$ cat src/hdl/tltr_pkg.sv
package tltr_pkg;
	// register indices on the internal register port
	localparam logic [3:0]  UPPER_ADDR    = 4'h2;
	localparam logic [3:0]  LOWER_ADDR    = 4'h3;
	localparam logic [3:0]  CRIT_ADDR     = 4'h4;
	// trip register layout
	localparam int          SIGN_POS      = 12;
	localparam int          FIELD_HI      = 12;
	localparam int          FIELD_LO      = 2;
	localparam logic [15:0] WRITE_MASK    = 16'h1FFC;
	localparam logic [15:0] TRIP_RESET    = 16'h0000;
	// hysteresis codes, in quarter degrees (bit 2 weight)
	localparam logic [1:0]  HYST_NONE     = 2'h0;
	localparam logic [1:0]  HYST_1P5      = 2'h1;
	localparam logic [1:0]  HYST_3P0      = 2'h2;
	localparam logic [1:0]  HYST_6P0      = 2'h3;
	localparam logic [4:0]  HYST_Q_1P5    = 5'h06;
	localparam logic [4:0]  HYST_Q_3P0    = 5'h0C;
	localparam logic [4:0]  HYST_Q_6P0    = 5'h18;
endpackage

$ cat src/hdl/tltr_trip_regs.sv
module tltr_trip_regs (
	input  wire logic        sys_clk,      // 100 MHz
	input  wire logic        reset_n,      // async, active low
	input  wire logic        clk_en,       // freezes all state when low
	input  wire logic [3:0]  reg_addr,     // register index
	input  wire logic        reg_wr,       // write strobe
	input  wire logic        reg_rd,       // read strobe
	input  wire logic [15:0] reg_wdata,    // write data
	output logic      [15:0] reg_rdata,    // read data, registered
	input  wire logic        window_lock_bit,   // config bit 6
	input  wire logic        critical_lock_bit, // config bit 7
	input  wire logic        alert_enable,      // config event enable
	input  wire logic [1:0]  hysteresis_select, // config hysteresis
	input  wire logic [15:0] temp_value,   // measured temp, bits 12:1
	input  wire logic        temp_valid,   // new conversion pulse
	output logic      [15:0] upper_trip_value,    // stored upper
	output logic      [15:0] lower_trip_value,    // stored lower
	output logic      [15:0] critical_trip_value, // stored critical
	output logic             upper_flag,   // above upper, registered
	output logic             lower_flag,   // below lower, registered
	output logic             crit_flag,    // above critical, registered
	output logic             alert_out     // gated alert, active high
);

	// decoded writes
	wire logic        hit_upper;
	wire logic        hit_lower;
	wire logic        hit_crit;
	wire logic        wr_upper;
	wire logic        wr_lower;
	wire logic        wr_crit;
	wire logic [15:0] wdata_clean;       // reserved bits dropped
	wire logic [15:0] rd_mux;            // selected read value

	// signed compare operands in eighth degrees, 14 bits
	wire logic signed [13:0] t_s;        // measured
	wire logic signed [13:0] up_s;       // upper trip
	wire logic signed [13:0] lo_s;       // lower trip
	wire logic signed [13:0] cr_s;       // critical trip
	wire logic signed [13:0] hyst_s;     // hysteresis, eighths
	logic        [4:0]  hyst_q;          // hysteresis, quarters

	// next flag values
	wire logic nxt_upper;
	wire logic nxt_lower;
	wire logic nxt_crit;
	wire logic nxt_alert;

	// state
	logic [15:0] upper_ff;
	logic [15:0] lower_ff;
	logic [15:0] crit_ff;
	logic [15:0] rdata_ff;
	logic        upper_f_ff;
	logic        lower_f_ff;
	logic        crit_f_ff;
	logic        alert_ff;

	// address decode
	assign hit_upper = (reg_addr == tltr_pkg::UPPER_ADDR);
	assign hit_lower = (reg_addr == tltr_pkg::LOWER_ADDR);
	assign hit_crit  = (reg_addr == tltr_pkg::CRIT_ADDR);

	// locked writes still complete, they just do not store
	assign wr_upper = reg_wr & hit_upper & ~window_lock_bit;
	assign wr_lower = reg_wr & hit_lower & ~window_lock_bit;
	assign wr_crit  = reg_wr & hit_crit & ~critical_lock_bit
		& ~window_lock_bit;

	// keep sign and magnitude, drop reserved bits
	assign wdata_clean = reg_wdata & tltr_pkg::WRITE_MASK;

	// read select, unmapped index reads zero
	assign rd_mux = hit_upper ? upper_ff :
		hit_lower ? lower_ff :
		hit_crit  ? crit_ff  : 16'h0000;

	// trip bits 12:2 sit over temperature bits 12:2; extend to eighths
	// sign copied twice so a concat of 14 bits keeps negatives negative
	assign t_s  = {{2{temp_value[tltr_pkg::SIGN_POS]}},
		temp_value[tltr_pkg::FIELD_HI:1]};
	assign up_s = {{2{upper_ff[tltr_pkg::SIGN_POS]}},
		upper_ff[tltr_pkg::FIELD_HI:tltr_pkg::FIELD_LO], 1'b0};
	assign lo_s = {{2{lower_ff[tltr_pkg::SIGN_POS]}},
		lower_ff[tltr_pkg::FIELD_HI:tltr_pkg::FIELD_LO], 1'b0};
	assign cr_s = {{2{crit_ff[tltr_pkg::SIGN_POS]}},
		crit_ff[tltr_pkg::FIELD_HI:tltr_pkg::FIELD_LO], 1'b0};

	// hysteresis lookup in quarter degrees
	always_comb begin
		case (hysteresis_select)
			tltr_pkg::HYST_NONE: hyst_q = 5'h00;
			tltr_pkg::HYST_1P5:  hyst_q = tltr_pkg::HYST_Q_1P5;
			tltr_pkg::HYST_3P0:  hyst_q = tltr_pkg::HYST_Q_3P0;
			tltr_pkg::HYST_6P0:  hyst_q = tltr_pkg::HYST_Q_6P0;
			default:             hyst_q = 5'h00;
		endcase
	end
	assign hyst_s = $signed({8'h00, hyst_q, 1'b0});

	// set on rise above, hold until at or below point minus hysteresis
	assign nxt_upper = upper_f_ff ? (t_s > (up_s - hyst_s))
		: (t_s > up_s);
	// below lower sets, at or above clears, no hysteresis on rise
	assign nxt_lower = (t_s < lo_s);
	assign nxt_crit  = crit_f_ff ? (t_s > (cr_s - hyst_s))
		: (t_s > cr_s);

	// alert gated by enable
	assign nxt_alert = alert_enable
		& (nxt_upper | nxt_lower | nxt_crit);

	// trip register storage
	always_ff @(posedge sys_clk or negedge reset_n) begin
		if (!reset_n) begin
			upper_ff <= tltr_pkg::TRIP_RESET;
			lower_ff <= tltr_pkg::TRIP_RESET;
			crit_ff  <= tltr_pkg::TRIP_RESET;
		end else if (clk_en) begin
			if (wr_upper) begin
				upper_ff <= wdata_clean;
			end
			if (wr_lower) begin
				lower_ff <= wdata_clean;
			end
			if (wr_crit) begin
				crit_ff <= wdata_clean;
			end
		end
	end

	// registered read data
	always_ff @(posedge sys_clk or negedge reset_n) begin
		if (!reset_n) begin
			rdata_ff <= 16'h0000;
		end else if (clk_en && reg_rd) begin
			rdata_ff <= rd_mux;
		end
	end

	// compare flags refresh on each conversion
	always_ff @(posedge sys_clk or negedge reset_n) begin
		if (!reset_n) begin
			upper_f_ff <= 1'b0;
			lower_f_ff <= 1'b0;
			crit_f_ff  <= 1'b0;
		end else if (clk_en && temp_valid) begin
			upper_f_ff <= nxt_upper;
			lower_f_ff <= nxt_lower;
			crit_f_ff  <= nxt_crit;
		end
	end

	// alert follows flags, drops on the next enabled clock edge when disabled
	always_ff @(posedge sys_clk or negedge reset_n) begin
		if (!reset_n) begin
			alert_ff <= 1'b0;
		end else if (clk_en) begin
			if (!alert_enable) begin
				alert_ff <= 1'b0;
			end else if (temp_valid) begin
				alert_ff <= nxt_alert;
			end else begin
				alert_ff <= upper_f_ff | lower_f_ff | crit_f_ff;
			end
		end
	end

	// outputs straight from flops
	assign reg_rdata           = rdata_ff;
	assign upper_trip_value    = upper_ff;
	assign lower_trip_value    = lower_ff;
	assign critical_trip_value = crit_ff;
	assign upper_flag          = upper_f_ff;
	assign lower_flag          = lower_f_ff;
	assign crit_flag           = crit_f_ff;
	assign alert_out           = alert_ff;

endmodule

$ cat config.mk
export PLATFORM = sky130hd
export DESIGN_NAME = tltr_trip_regs
export DESIGN_NICKNAME = d
export VERILOG_FILES = /design/src/hdl/tltr_pkg.sv /design/src/hdl/tltr_trip_regs.sv
export SDC_FILE = /design/constraint.sdc
export NUM_CORES = 1
export LEC_CHECK = 0
export ABC_AREA = 1
export BUFFER_PORTS_ARGS = -buffer_cell sky130_fd_sc_hd__buf_4
export CORE_MARGIN = 4
export CORE_UTILIZATION = 54
export CTS_CLUSTER_DIAMETER = 200
export DETAILED_ROUTE_END_ITERATION = 6
export MAX_ROUTING_LAYER = met4
export PLACE_DENSITY = 0.89
export SYNTH_ARGS = -nofsm -noshare
export SYNTH_HDL_FRONTEND = slang
export SYNTH_SLANG_ARGS = --single-unit
$ cat constraint.sdc
create_clock -name sys_clk -period 4.2 [get_ports sys_clk]
set_input_delay 0.63 -clock sys_clk [delete_from_list [all_inputs] [get_ports sys_clk]]
set_output_delay 0.63 -clock sys_clk [all_outputs]
set_load 0.01 [all_outputs]
-- Word-level counts from Yosys, hierarchy flattened
Cells that the tools add are included.
- logic and storage cells: 49
- register bits: 53
- eq/ne operators: 6
- $add $sub $neg: 2
- $lt $le $gt $ge: 5
- reductions and logical operators: 6
- bitwise logic cells: 14
- multiplexer cells: 8
- operator list (operator ; number):
    $mux W13 ; 3
    $gt A12 B13 Y1 ; 2
    $sub A12 B7 Y13 ; 2
    $gt A12 B12 Y1 ; 2
    $pmux W5 S4 ; 1
    $lt A12 B12 Y1 ; 1
    $and A1 B1 Y1 ; 8
    $eq A4 B2 Y1 const B ; 2
    $reduce_and A2 Y1 ; 3
    $eq A2 B2 Y1 const B ; 2
    $eq A4 B3 Y1 const B ; 1
    $mux W1 ; 4
    $or A1 B1 Y1 ; 4
    $eq A2 B1 Y1 const B ; 1
    $logic_and A1 B1 Y1 ; 2
    $logic_not A2 Y1 ; 1
    $not A1 Y1 ; 2

-- Logic depth before layout (Yosys ltp)
Gate-level depths: netlist of the first run.
- word-level depth: 10
- gate-level depth with buffers: 27
- gate-level depth less buffers: 27

-- Least setup slack after synthesis of the first run
OpenSTA, ideal clock, no wires.
- kind: input to register
- start: input port hysteresis_select[0]
- end: register alert_ff (netlist: alert_out)
- path slack: 762 ps
- arrival: 3322 ps
- required time: 4084 ps
- path buffers: 0
- cell stages on the path: 23
- cell sequence: inv_1 > ha_1 > fa_1 > nand2_1 > a21oi_1 > nor4_1 > nand3_1 > o21ai_0 > inv_1 > ha_1 > nand2_1 > nor2_1 > inv_1 > nor2_1 > nand2_1 > nand3_1 > nand2_1 > nand3_1 > nand2_1 > inv_1 > nand2_1 > nand2_1 > nand2_1
- word-level cells in the longest chain between the ends: 10
- elaborated cells between the ends (all ways): 16
- classes of those cells: add/sub (2); order compare (2); eq/ne (3); mux (5); bitwise (3); reduce/logical (1)
- RTL lines (what ; line ; RTL):
    from (decl) ; tltr_trip_regs.sv:13 ; input wire logic [1:0] hysteresis_select,
    $eq A2 B2 Y1, or another cell as far along ; tltr_trip_regs.sv:91 ; case (hysteresis_select)
    $pmux W5 S4 * ; tltr_trip_regs.sv:91 ;
    $sub A12 B7 Y13 ; tltr_trip_regs.sv:102 ; assign nxt_upper = upper_f_ff ? (t_s > (up_s - hyst_s))
    $gt A12 B13 Y1 ; tltr_trip_regs.sv:102 ;
    $mux W1 ; tltr_trip_regs.sv:102 ;
    $or A1 B1 Y1 ; tltr_trip_regs.sv:111 ; & (nxt_upper | nxt_lower | nxt_crit);
    $or A1 B1 Y1 * ; tltr_trip_regs.sv:111 ;
    $and A1 B1 Y1 * ; tltr_trip_regs.sv:111 ;
    $mux W1 * ; tltr_trip_regs.sv:161 ; end else if (temp_valid) begin
    $mux W1 * ; tltr_trip_regs.sv:159 ; if (!alert_enable) begin
    to (signal assigned) ; tltr_trip_regs.sv:162 ; alert_ff <= nxt_alert;
    to (signal assigned) ; tltr_trip_regs.sv:164 ; alert_ff <= upper_f_ff | lower_f_ff | crit_f_ff;
    to (decl) ; tltr_trip_regs.sv:57 ; logic alert_ff;
Every way passes the cells marked *; elsewhere a longest branch is shown, timed or not. The select of a mux whose other input is x is not followed.
A chain may end at the register's enable or synchronous reset.

-- Final worst setup path of the first run
Same ends and word-level chain as after synthesis.

==> flow_summary.yaml, run 1 <==
run_status:
  status: "complete, no violations"
grt:
  grt_max_degree: 49
  grt_pass1_vias: 4008
  grt_util_all_layers_pct: 25.88
  gr-total-overflow: 0
  grt_pass1_wl_mm: 18.13
  antenna_found_initial: 0
layout:
  fin_cells: 746
  regArea_mm2: 0.001201
  multi_input_area_mm2: 0.002527
  drive_gt1_share_pct: 16.85
  antenna_cells: 0
  nets: 761
  syn2layout_area_growth_pct: 18.43
  fillers: 600
setup_path:
  crit_start: "hysteresis_select[0]"
  cp_slowest_cell: "fa_1"
  required_ns: 4.40
  crit_family: "simple AND/OR/NAND/NOR gates"
  cp.arrival_ns: 3.75
  end_kind: "flop"
  r2r-end: "alert_out$_DFFE_PN0P_"
  crit_chain: "buf_4 > inv_1 > ha_1 > fa_1 > nand2_1 > a21oi_1 > nor4_2 > nand3_1 > o21ai_0 > inv_1 > ha_1 > nand2_1 > nor2_1 > inv_1 > nor2_1 > nand2_1 > nand3_1 > nand2_1 > nand3_1 > nand2_1 > inv_1 > nand2_1 > nand2_1 > nand2_1"
  crit-reg2reg-launch: "upper_trip_value[3]$_DFFE_PN0P_"
  r2r_slack_ns: 0.76
  crit_type: "primary input to flop"
  start_kind: "primary input"
  path_buf_inv: 5
  r2r_cells: 25
  critPathMaxFanout: 4
  cp-endpoint: "alert_out$_DFFE_PN0P_"
  crit_top_cell: "nand2_1"
  worst-path-stages: 24
  critPathMaxStageDelay_ns: 0.46
synthesis:
  synthTopCellsByCount: "141 x nand2_1, 86 x inv_1, 65 x ha_1, 48 x dfrtp_1, 45 x o21ai_0"
  synth-seq-area-share_pct: 28.72
  ys.flop_type: "dfrtp_1"
  synth_top_cell_area_share_pct: 28.72
  yosys_warnings: 0
  synth_edf_count: 0
  ys_ff_latch: 48
  synth-async-reset-ratio_pct: 100.0
  yosysMostFrequentCell: "nand2_1"
  syn-cell-area_mm2: 0.004183
  yosysTopAreaCell: "dfrtp_1"
  ys_top_cells_by_area: "dfrtp_1 29%, ha_1 19%, nand2_1 13%"
  postSynthCellCount: 565
  syn_area_per_cell_um2: 7.403
  ys_types: 32
route:
  num_vias: 4046
  drc_errors: 0
  wl_met2_mm: 5.429
  wl_per_cell_um: 14.85
  wl_met3_um: 824
  wirelength_mm: 11.08
  via_per_inst: 5.424
  first_iter_violations: 242
  ant_nets: 0
  wl_met1_mm: 4.533
  drt_pass1_iterations: 5
  top_layer: "met4"
cts:
  clk_path_buf_depth: 2
  cts_tree: "yes"
  clock-sinks: 48
  htreeDepth: 2
  clk-insertion-delay-late_ns: 0.30
  clockRootBuffer: "clkbuf_8"
  postCtsHoldBufs: 0
  cts_resized: 0
  cts_buffers: 5
  clk_pin_slew_ns: 0.09
  post_cts_buffers: 0
flow_run:
  cap_violations: 0
sta:
  clock_skew_ns: 0.004842
  setup_viol: 0
  hold_violations: 0
  finalCritPeriodShare_pct: 84.48
  tns_ns: 0
  max_freq_ghz: 0.2818
  drv_slew: 0
  fin_crit_ns: 3.548
  tightest_slew_ns: 0.7047
  slew_headroom_pct: 52.91
  rsz0062_at_grt: "no"
floorplanning:
  io_pins: 115
  die_area_mm2: 0.009218
  die_height_um: 96.01
  initial_utilization_pct: 56.46
  rows: 31
  core_area_mm2: 0.007408
  die_w_um: 96.01
placed_design:
  routabilityCongestion: 0.9021
  hpwl_mm: 8.818
  portBuffers: 85
  place_inst: 739
power_and_ir_drop:
  power.density_mw_per_mm2: 343.0
  peakVddDrop_mv: 0.2668
  p_leak_nw: 2.699
hold_path:
  worstHoldPathType: "primary input to asynchronous set/reset pin"
==> kinds of logic (layout without fill, tap and decap cells) <==
group / after synthesis / after routing / share of synthesized area (%)
AOI/OAI and AO/OA: 106 / 106 / 14.18
xor gates and xnor gates: 14 / 14 / 2.932
adders and majority gates: 67 / 67 / 20.40
buffers and inverters: 117 / 180 / 12.71
DFF: 48 / 48 / 28.72
other: 1 / 20 / 0.08965
and+or+nand+nor: 212 / 212 / 20.97
==> final cells by class <==
class | count | share of cell area [%]
timing repair buffer | 86 | 13.03
multi-input combinational | 419 | 51.02
tap | 99 | 2.501
sequential | 48 | 24.25
inverter | 87 | 6.593
clock inverter | 2 | 1.212
clock buffer | 5 | 1.389
==> state kept, by name (all words and copies together), names as in the netlist <==
register	count
lower_trip_value	11
reg_rdata	11
crit_flag	1
upper_flag	1
upper_trip_value	11
lower_flag	1
alert_out	1
critical_trip_value	11
==> worst min-delay path by stage <==
stage                                   from                          endpoint  slack [ns]  cells after the start
global route                         reset_n   upper_trip_value[9]$_DFFE_PN0P_        0.37                      1
detailed placement  reg_rdata[7]$_DFFE_PN0P_          reg_rdata[7]$_DFFE_PN0P_        0.48                      2
floorplan                            reset_n             alert_out$_DFFE_PN0P_        0.33                      0
finish                               reset_n  lower_trip_value[10]$_DFFE_PN0P_        0.33                      1
CTS                                  reset_n          reg_rdata[6]$_DFFE_PN0P_        0.35                      1
global placement       alert_out$_DFFE_PN0P_             alert_out$_DFFE_PN0P_        0.47                      2
==> cells in the final DEF (no fill, tap or decap) <==
cell	netlist	routed
o22ai_1	4	4
o21bai_1	1	1
and3_1	1	1
nor3_1	3	3
or3b_4	1	1
nor4_2	0	1
o21ai_0	45	45
nand3_1	16	16
inv_2	1	1
inv_1	86	86
xnor2_1	2	2
bufinv_16	0	2
nand3b_1	4	4
o21ai_2	11	11
dfrtp_1	48	48
xor2_1	12	12
nand2_1	141	141
nand2_2	1	1
nand4_1	8	8
o21a_1	2	2
a21oi_1	39	39
nor2_1	33	33
nor2_2	1	1
fa_1	2	2
a21o_1	3	3
ha_1	65	65
a31oi_1	1	1
buf_4	20	86
clkbuf_8	0	5
and2_1	2	2
conb_1	1	20
==> power breakdown <==
part / switching, W / internal [W] / total (W)
Sequential: 0.0000683 / 0.000513 / 0.000582
Clock: 0.000158 / 0.000234 / 0.000392
Combinational: 0.000413 / 0.000312 / 0.000725
Total: 0.000639 / 0.00106 / 0.00170
==> per-layer routing <==
layer,global-route usage (%),vias to the layer above
li1,-,1949
met1,32.01,1886
met2,42.44,184
met3,3.831,27
met4,10.43,0
met5,-,-
==> stage by stage <==
| stage | total power [W] | worst slack [ns] | area, µm² | hold slack (ns) | util, % |
|---|---|---|---|---|---|
| 2_1_floorplan | 0.001059 | 0.7619 | 4254 | 0.3344 | - |
| 3_3_place_gp | 0.001263 | 0.3308 | 4818 | 0.4667 | 65.04 |
| 3_5_place_dp | 0.001307 | 0.1812 | 4818 | 0.4835 | 65.04 |
| 4_1_cts | 0.001699 | 0.4899 | 4947 | 0.3457 | 66.78 |
| 5_1_grt | 0.001836 | 0.1657 | 4954 | 0.3702 | 66.86 |
| 6_report | 0.001699 | 0.6520 | 4954 | 0.3305 | 66.86 |
==> worst reg2reg max path, delay by kind of cell, from the launching register on <==
kind / cells / cell delay, ns
AO/OA/AOI/OAI: 1 / 0.08
AND/OR/NAND/NOR: 17 / 1.65
flip-flops: 1 / 0.43
buffers and inverters: 4 / 0.30
adder cells (fa/ha/maj): 3 / 0.89
Note: power is estimated with default switching activity, not from simulation.
==> inputs of run 2 (changes only) <==
--- a/config.mk
+++ b/config.mk
@@ -5,14 +5,14 @@
 export SDC_FILE = /design/constraint.sdc
 export NUM_CORES = 1
 export LEC_CHECK = 0
-export ABC_AREA = 1
+export ABC_AREA = 0
 export BUFFER_PORTS_ARGS = -buffer_cell sky130_fd_sc_hd__buf_4
 export CORE_MARGIN = 4
-export CORE_UTILIZATION = 54
+export CORE_UTILIZATION = 48
 export CTS_CLUSTER_DIAMETER = 200
 export DETAILED_ROUTE_END_ITERATION = 6
 export MAX_ROUTING_LAYER = met4
-export PLACE_DENSITY = 0.89
+export PLACE_DENSITY = 0.85
 export SYNTH_ARGS = -nofsm -noshare
 export SYNTH_HDL_FRONTEND = slang
 export SYNTH_SLANG_ARGS = --single-unit
==> constraint.sdc (replaced) <==
create_clock -name sys_clk -period 3.11 [get_ports sys_clk]
set_input_delay 0.4665 -clock sys_clk [delete_from_list [all_inputs] [get_ports sys_clk]]
set_output_delay 0.4665 -clock sys_clk [all_outputs]
set_load 0.01 [all_outputs]
==> run 2 against run 1 <==
The run now ends with negative setup slack left. Worst hold slack got worse by 0.18 ns. Critical path depth decreased by 8. Non-clock buffer count increased by 31. Global-route usage shrank 1.7 points. Largest cell class unchanged. Clock skew up 0.0059 ns. Setup slack worse by 0.90 ns. Highest routed layer unchanged. Critical path type unchanged. Sequential power is 45% higher. Area after synthesis down 3.5%.
==> flow_summary.yaml, run 2 <==
synthesis:
  ys_top_cells_by_area: "dfrtp_1 30%, ha_1 20%, o21ai_0 4.5%"
  synthTopCellsByCount: "65 x ha_1, 48 x dfrtp_1, 42 x inv_1, 38 x nand2_1, 36 x o21ai_0"
  syn-cell-area_mm2: 0.004036
  synth-seq-area-share_pct: 29.76
  ys_ff_latch: 48
  yosys_warnings: 0
  synth_edf_count: 0
  yosysTopAreaCell: "dfrtp_1"
  yosysMostFrequentCell: "ha_1"
  postSynthCellCount: 442
  synth_top_cell_area_share_pct: 29.76
  syn_area_per_cell_um2: 9.132
  ys_types: 57
  synth-async-reset-ratio_pct: 100.0
  ys.flop_type: "dfrtp_1"
layout:
  final_cell_mix: "114 x buf_4, 60 x ha_1, 48 x dfrtp_1, 38 x inv_1, 38 x nand2_1"
  syn2layout_area_growth_pct: 29.32
  antenna_cells: 0
  drive_gt1_share_pct: 31.53
  regArea_mm2: 0.001201
  layout.cells.most_common: "buf_4"
  fillers: 678
  multi_input_area_mm2: 0.002699
  nets: 668
power_and_ir_drop:
  pwr-share-clk_pct: 16.6
  peakVddDrop_mv: 0.3267
  p_leak_nw: 2.633
  p_int_w: 0.001498
  power_switching_w: 0.0009417
  power.density_mw_per_mm2: 467.3
  switching_share_pct: 38.60
  p_comb_share_pct: 48.8
  pwr-share-seq_pct: 34.5
grt:
  grt_max_degree: 49
  grt_pass1_wl_mm: 18.31
  grt_util_all_layers_pct: 24.16
  gr-total-overflow: 0
  antenna_found_initial: 0
  grt_pass1_vias: 3623
setup_path:
  end_kind: "flop"
  critPathMaxFanout: 3
  r2r_slack_ns: -0.19
  r2r_cells: 13
  cp.arrival_ns: 3.57
  r2r-end: "alert_out$_DFFE_PN0P_"
  crit-reg2reg-launch: "critical_trip_value[4]$_DFFE_PN0P_"
  start_kind: "primary input"
  required_ns: 3.32
  crit_type: "primary input to flop"
cts:
  htreeDepth: 2
  clockRootBuffer: "clkbuf_8"
  clk_path_buf_depth: 2
  cts_buffers: 5
  clk-insertion-delay-late_ns: 0.31
  postCtsHoldBufs: 0
  clk_pin_slew_ns: 0.10
  clock-sinks: 48
  cts_tree: "yes"
floorplanning:
  io_pins: 115
  die_w_um: 99.70
  core_area_mm2: 0.008217
  initial_utilization_pct: 49.12
  rows: 33
  die_height_um: 99.70
  die_area_mm2: 0.009940
sta:
  fin_crit_ns: 3.361
  clock_skew_ns: 0.01074
  setup_viol: 3
  slew_headroom_pct: 58.82
  rsz0062_at_grt: "yes"
  hold_violations: 0
  finalCritPeriodShare_pct: 108.1
  fin_ws_ns: -0.2506
  worst_hold_slack_ns: 0.1494
  drv_slew: 0
  tightest_slew_ns: 0.6162
  max_freq_ghz: 0.2976
route:
  drt_pass1_iterations: 5
  first_iter_violations: 185
  ant_nets: 0
  num_vias: 3696
  via_per_inst: 5.600
  drc_errors: 0
  wl_per_cell_um: 17.69
  wirelength_mm: 11.68
placed_design:
  routabilityCongestion: 1.020
  hpwl_mm: 9.494
  portBuffers: 85
  dp_slack_ns: -0.6280
hold_path:
  worstHoldPathType: "primary input to asynchronous set/reset pin"
run_status:
  violations: "negative setup slack"
  status: "complete, but fails checks"
flow_run:
  cap_violations: 0
## run 2: changes by cell type after synthesis, sizes merged, moves of 5 or more
cell and change:
a21o +9, a21oi -5, a22o +7, inv -45, mux2 +15, nand2 -103, nand2b +9, nand3 -11
nor2 -17, nor2b +5, o21ai -19, xnor2 +12, xor2 -11
## run 2: cell families after synthesis
family | Yosys count | share of synthesized area, %
AO/OA/AOI/OAI | 114 | 17.55
XOR/XNOR | 15 | 3.255
adder cells (fa/ha/maj) | 67 | 21.14
buffers and inverters | 73 | 9.392
flip-flops | 48 | 29.76
multiplexers | 16 | 4.433
other | 1 | 0.09291
AND/OR/NAND/NOR | 108 | 14.38
## run 2: stage by stage
step	power, W	util [%]	TNS, ns	cells	instance area, µm²
after floorplan	0.001517	-	-0.5907	461	4242
after global placement	0.001941	61.18	-1.540	650	5027
after detailed placement	0.001988	61.18	-1.851	650	5027
after CTS	0.002426	63.39	-0.6352	660	5209
after global routing	0.002613	63.53	-1.051	660	5220
final	0.002440	63.53	-0.6796	660	5220
## run 2: worst max-delay path by stage
| stage | from | to | cells past startpoint |
|---|---|---|---|
| 2_1_floorplan | hysteresis_select[0] | alert_out$_DFFE_PN0P_ | 15 |
| 5_1_grt | hysteresis_select[0] | alert_out$_DFFE_PN0P_ | 16 |
| 3_5_place_dp | hysteresis_select[0] | alert_out$_DFFE_PN0P_ | 16 |
| 3_3_place_gp | hysteresis_select[0] | alert_out$_DFFE_PN0P_ | 16 |
| 6_report | hysteresis_select[0] | alert_out$_DFFE_PN0P_ | 16 |
| 4_1_cts | hysteresis_select[0] | alert_out$_DFFE_PN0P_ | 16 |
## run 2: what timing repair did
action	4_1_cts	5_1_grt
pin swaps	7	1
gates resized for setup	17	2
gates cloned	0	0
setup endpoints to repair	3	3
setup buffers	2	0
## run 2: layer usage
| layer | share of wire [%] | routed length (µm) | global-route usage (%) |
|---|---|---|---|
| met5 | 0 | 0 | - |
| met4 | 1.7 | 194 | 5.777 |
| met3 | 6.5 | 760 | 3.086 |
| met2 | 50 | 5817 | 40.79 |
| met1 | 42 | 4904 | 30.80 |
## run 2: critical path, stage by stage
cell and delay (ns):
buf_12 0.10, inv_12 0.03, ha_4 0.27, ha_4 0.19, nor2b_4 0.12, o21ai_2 0.14, a21oi_2 0.08, or4_4 0.44
nor4_4 0.16, xnor2_1 0.15, ha_1 0.27, and3_4 0.19, a221o_1 0.32, o31ai_2 0.24, o22ai_2 0.13, o31a_1 0.28
## run 2: area by class of cell
class	instances	area share (%)
multi-input combinational	340	51.70
sequential	48	23.01
timing repair buffer	117	17.55
inverter	42	3.356
tap	105	2.517
clock buffer	6	1.582
clock inverter	2	0.2876
## run 2: power by group through the flow
stage	logic, W	clock network (W)	registers (W)
global placement	0.00109	0	0.000849
global route	0.00133	0.000433	0.000855
CTS	0.00118	0.000409	0.000839
floorplan	0.000651	0	0.000866
finish	0.00119	0.000405	0.000843
detailed placement	0.00114	0	0.000849
==> inputs of run 3 (changes only) <==
--- a/config.mk
+++ b/config.mk
@@ -13,6 +13,8 @@
 export DETAILED_ROUTE_END_ITERATION = 6
 export MAX_ROUTING_LAYER = met4
 export PLACE_DENSITY = 0.85
+export RECOVER_POWER = 50
+export SKIP_CTS_REPAIR_TIMING = 1
 export SYNTH_ARGS = -nofsm -noshare
 export SYNTH_HDL_FRONTEND = slang
 export SYNTH_SLANG_ARGS = --single-unit
==> run 3 against run 2 <==
The run ends with max-capacitance violations, max-slew violations, negative setup slack left. Core utilization shrank 0.15 points. Sequential power hardly changed. Via count about the same. Die area is the same. Cell count rose by 0.61%. Worst hold slack improved by 0.22 ns. Register-to-register slack got worse by 0.07 ns. Combinational power about the same. Highest routed layer unchanged.
==> flow_summary.yaml, run 3 (synthesis gave the netlist of run 2 again) <==
run_status:
  status: "complete, but fails checks"
  violations: "max-capacitance violations, max-slew violations, negative setup slack"
setup_path:
  end_kind: "flop"
  required_ns: 3.37
  cp.arrival_ns: 3.67
  start_kind: "primary input"
  critPathMaxFanout: 3
  crit_type: "primary input to flop"
cts:
  cts_tree: "yes"
  cts_buffers: 5
  clockRootBuffer: "clkbuf_8"
  clk_path_buf_depth: 2
  clk-insertion-delay-late_ns: 0.31
  clk_pin_slew_ns: 0.09
  htreeDepth: 2
  clock-sinks: 48
sta:
  rsz0062_at_grt: "yes"
  slew_headroom_pct: -70.56
  hold_violations: 0
  drv_slew: 49
  fin_crit_ns: 3.405
  setup_viol: 3
  tightest_slew_ns: 2.558
  max_freq_ghz: 0.2937
  finalCritPeriodShare_pct: 109.5
  worst_hold_slack_ns: 0.3710
  tns_ns: -0.8574
  clock_skew_ns: 0.01015
  fin_ws_ns: -0.2947
layout:
  nets: 672
  antenna_cells: 0
  fin_cells: 664
  final_core_util_pct: 63.38
  layout.cells.most_common: "buf_4"
  drive_gt1_share_pct: 29.52
  final_cell_mix: "97 x buf_4, 59 x ha_1, 48 x dfrtp_1, 38 x nand2_1, 37 x inv_1"
  syn2layout_area_growth_pct: 29.01
route:
  drt_pass1_iterations: 5
  drc_errors: 0
  wirelength_mm: 11.88
  ant_nets: 0
  wl_per_cell_um: 17.89
  first_iter_violations: 188
  via_per_inst: 5.562
  num_vias: 3693
power_and_ir_drop:
  power.density_mw_per_mm2: 470.7
  p_leak_nw: 2.581
  peakVddDrop_mv: 0.3258
floorplanning:
  die_height_um: 99.70
  die_area_mm2: 0.009940
  rows: 33
  io_pins: 115
  initial_utilization_pct: 49.12
  die_w_um: 99.70
  core_area_mm2: 0.008217
placed_design:
  portBuffers: 85
  place_inst: 650
  hpwl_mm: 9.494
  routabilityCongestion: 1.020
hold_path:
  worstHoldPathType: "primary input to flop"
grt:
  antenna_found_initial: 0
  grt_pass1_wl_mm: 18.15
  grt_max_degree: 49
  gr-total-overflow: 0
  grt_pass1_vias: 3605
  grt_util_all_layers_pct: 23.96
flow_run:
  cap_violations: 1
## run 3: cell count changes in the layout (fill, tap and decap cells not counted), sizes merged
cell    change
buf        -16
clkbuf     +20
## run 3: path summary, 6_finish.rpt
kind,from,endpoint,slack [ns],cells past startpoint
setup / recovery,hysteresis_select[1],upper_flag$_DFFE_PN0P_,-0.29,19
hold reg to reg,reg_rdata[6]$_DFFE_PN0P_,reg_rdata[6]$_DFFE_PN0P_,0.49,2
hold / removal,reg_wdata[6],lower_trip_value[6]$_DFFE_PN0P_,0.37,3
setup reg to reg,critical_trip_value[3]$_DFFE_PN0P_,crit_flag$_DFFE_PN0P_,-0.26,16
min in group asynchronous,reset_n,reg_rdata[2]$_DFFE_PN0P_,0.94,1
max in group asynchronous,reset_n,lower_trip_value[7]$_DFFE_PN0P_,0.73,1
## run 3: final cells by class
class	count	area, µm²
Sequential cell	48	1201
Multi-Input combinational cell	340	2736
Tap cell	105	131.4
Clock inverter	2	15.01
Fill cell	688	3009
Inverter	42	175.2
Timing Repair Buffer	121	865.8
Clock buffer	6	82.58
## run 3: worst max-delay path, cell delays in order
cell      delay (ns)
buf_6           0.11
inv_6           0.05
ha_4            0.15
buf_12          0.10
ha_4            0.13
inv_2           0.03
fa_2            0.35
a21o_1          0.18
a21oi_2         0.16
and3_4          0.23
nand3_2         0.07
xnor2_1         0.13
ha_1            0.31
nand4_1         0.16
o21bai_1        0.22
o31ai_2         0.11
and4b_1         0.22
o32ai_2         0.29
mux2_4          0.20
## run 3: per-layer routing
metal | vias up | global-route usage (%) | share of wire [%]
met4 | 0 | 5.777 | 1.5
met3 | 14 | 3.366 | 6.3
met5 | - | - | 0
met2 | 151 | 40.28 | 50
met1 | 1760 | 30.50 | 42
li1 | 1768 | - | -
## run 3: through the flow
stage                     total power [W]  setup WS [ns]  area [µm²]
after global placement           0.001941        -0.5575        5027
after detailed placement         0.001988        -0.6280        5027
after global routing             0.002624        -0.4424        5207
after CTS                        0.002398        -0.3016        5125
final                            0.002451        -0.2947        5207
after floorplan                  0.001517        -0.2974        4242
## run 3: where the power goes
part	internal [W]	total (W)	leakage [nW]	switching, W
registers	0.000720	0.000844	0.584	0.000124
logic	0.000593	0.00120	1.95	0.000610
clock network	0.000180	0.000404	0.0434	0.000224
total	0.00149	0.00245	2.58	0.000958
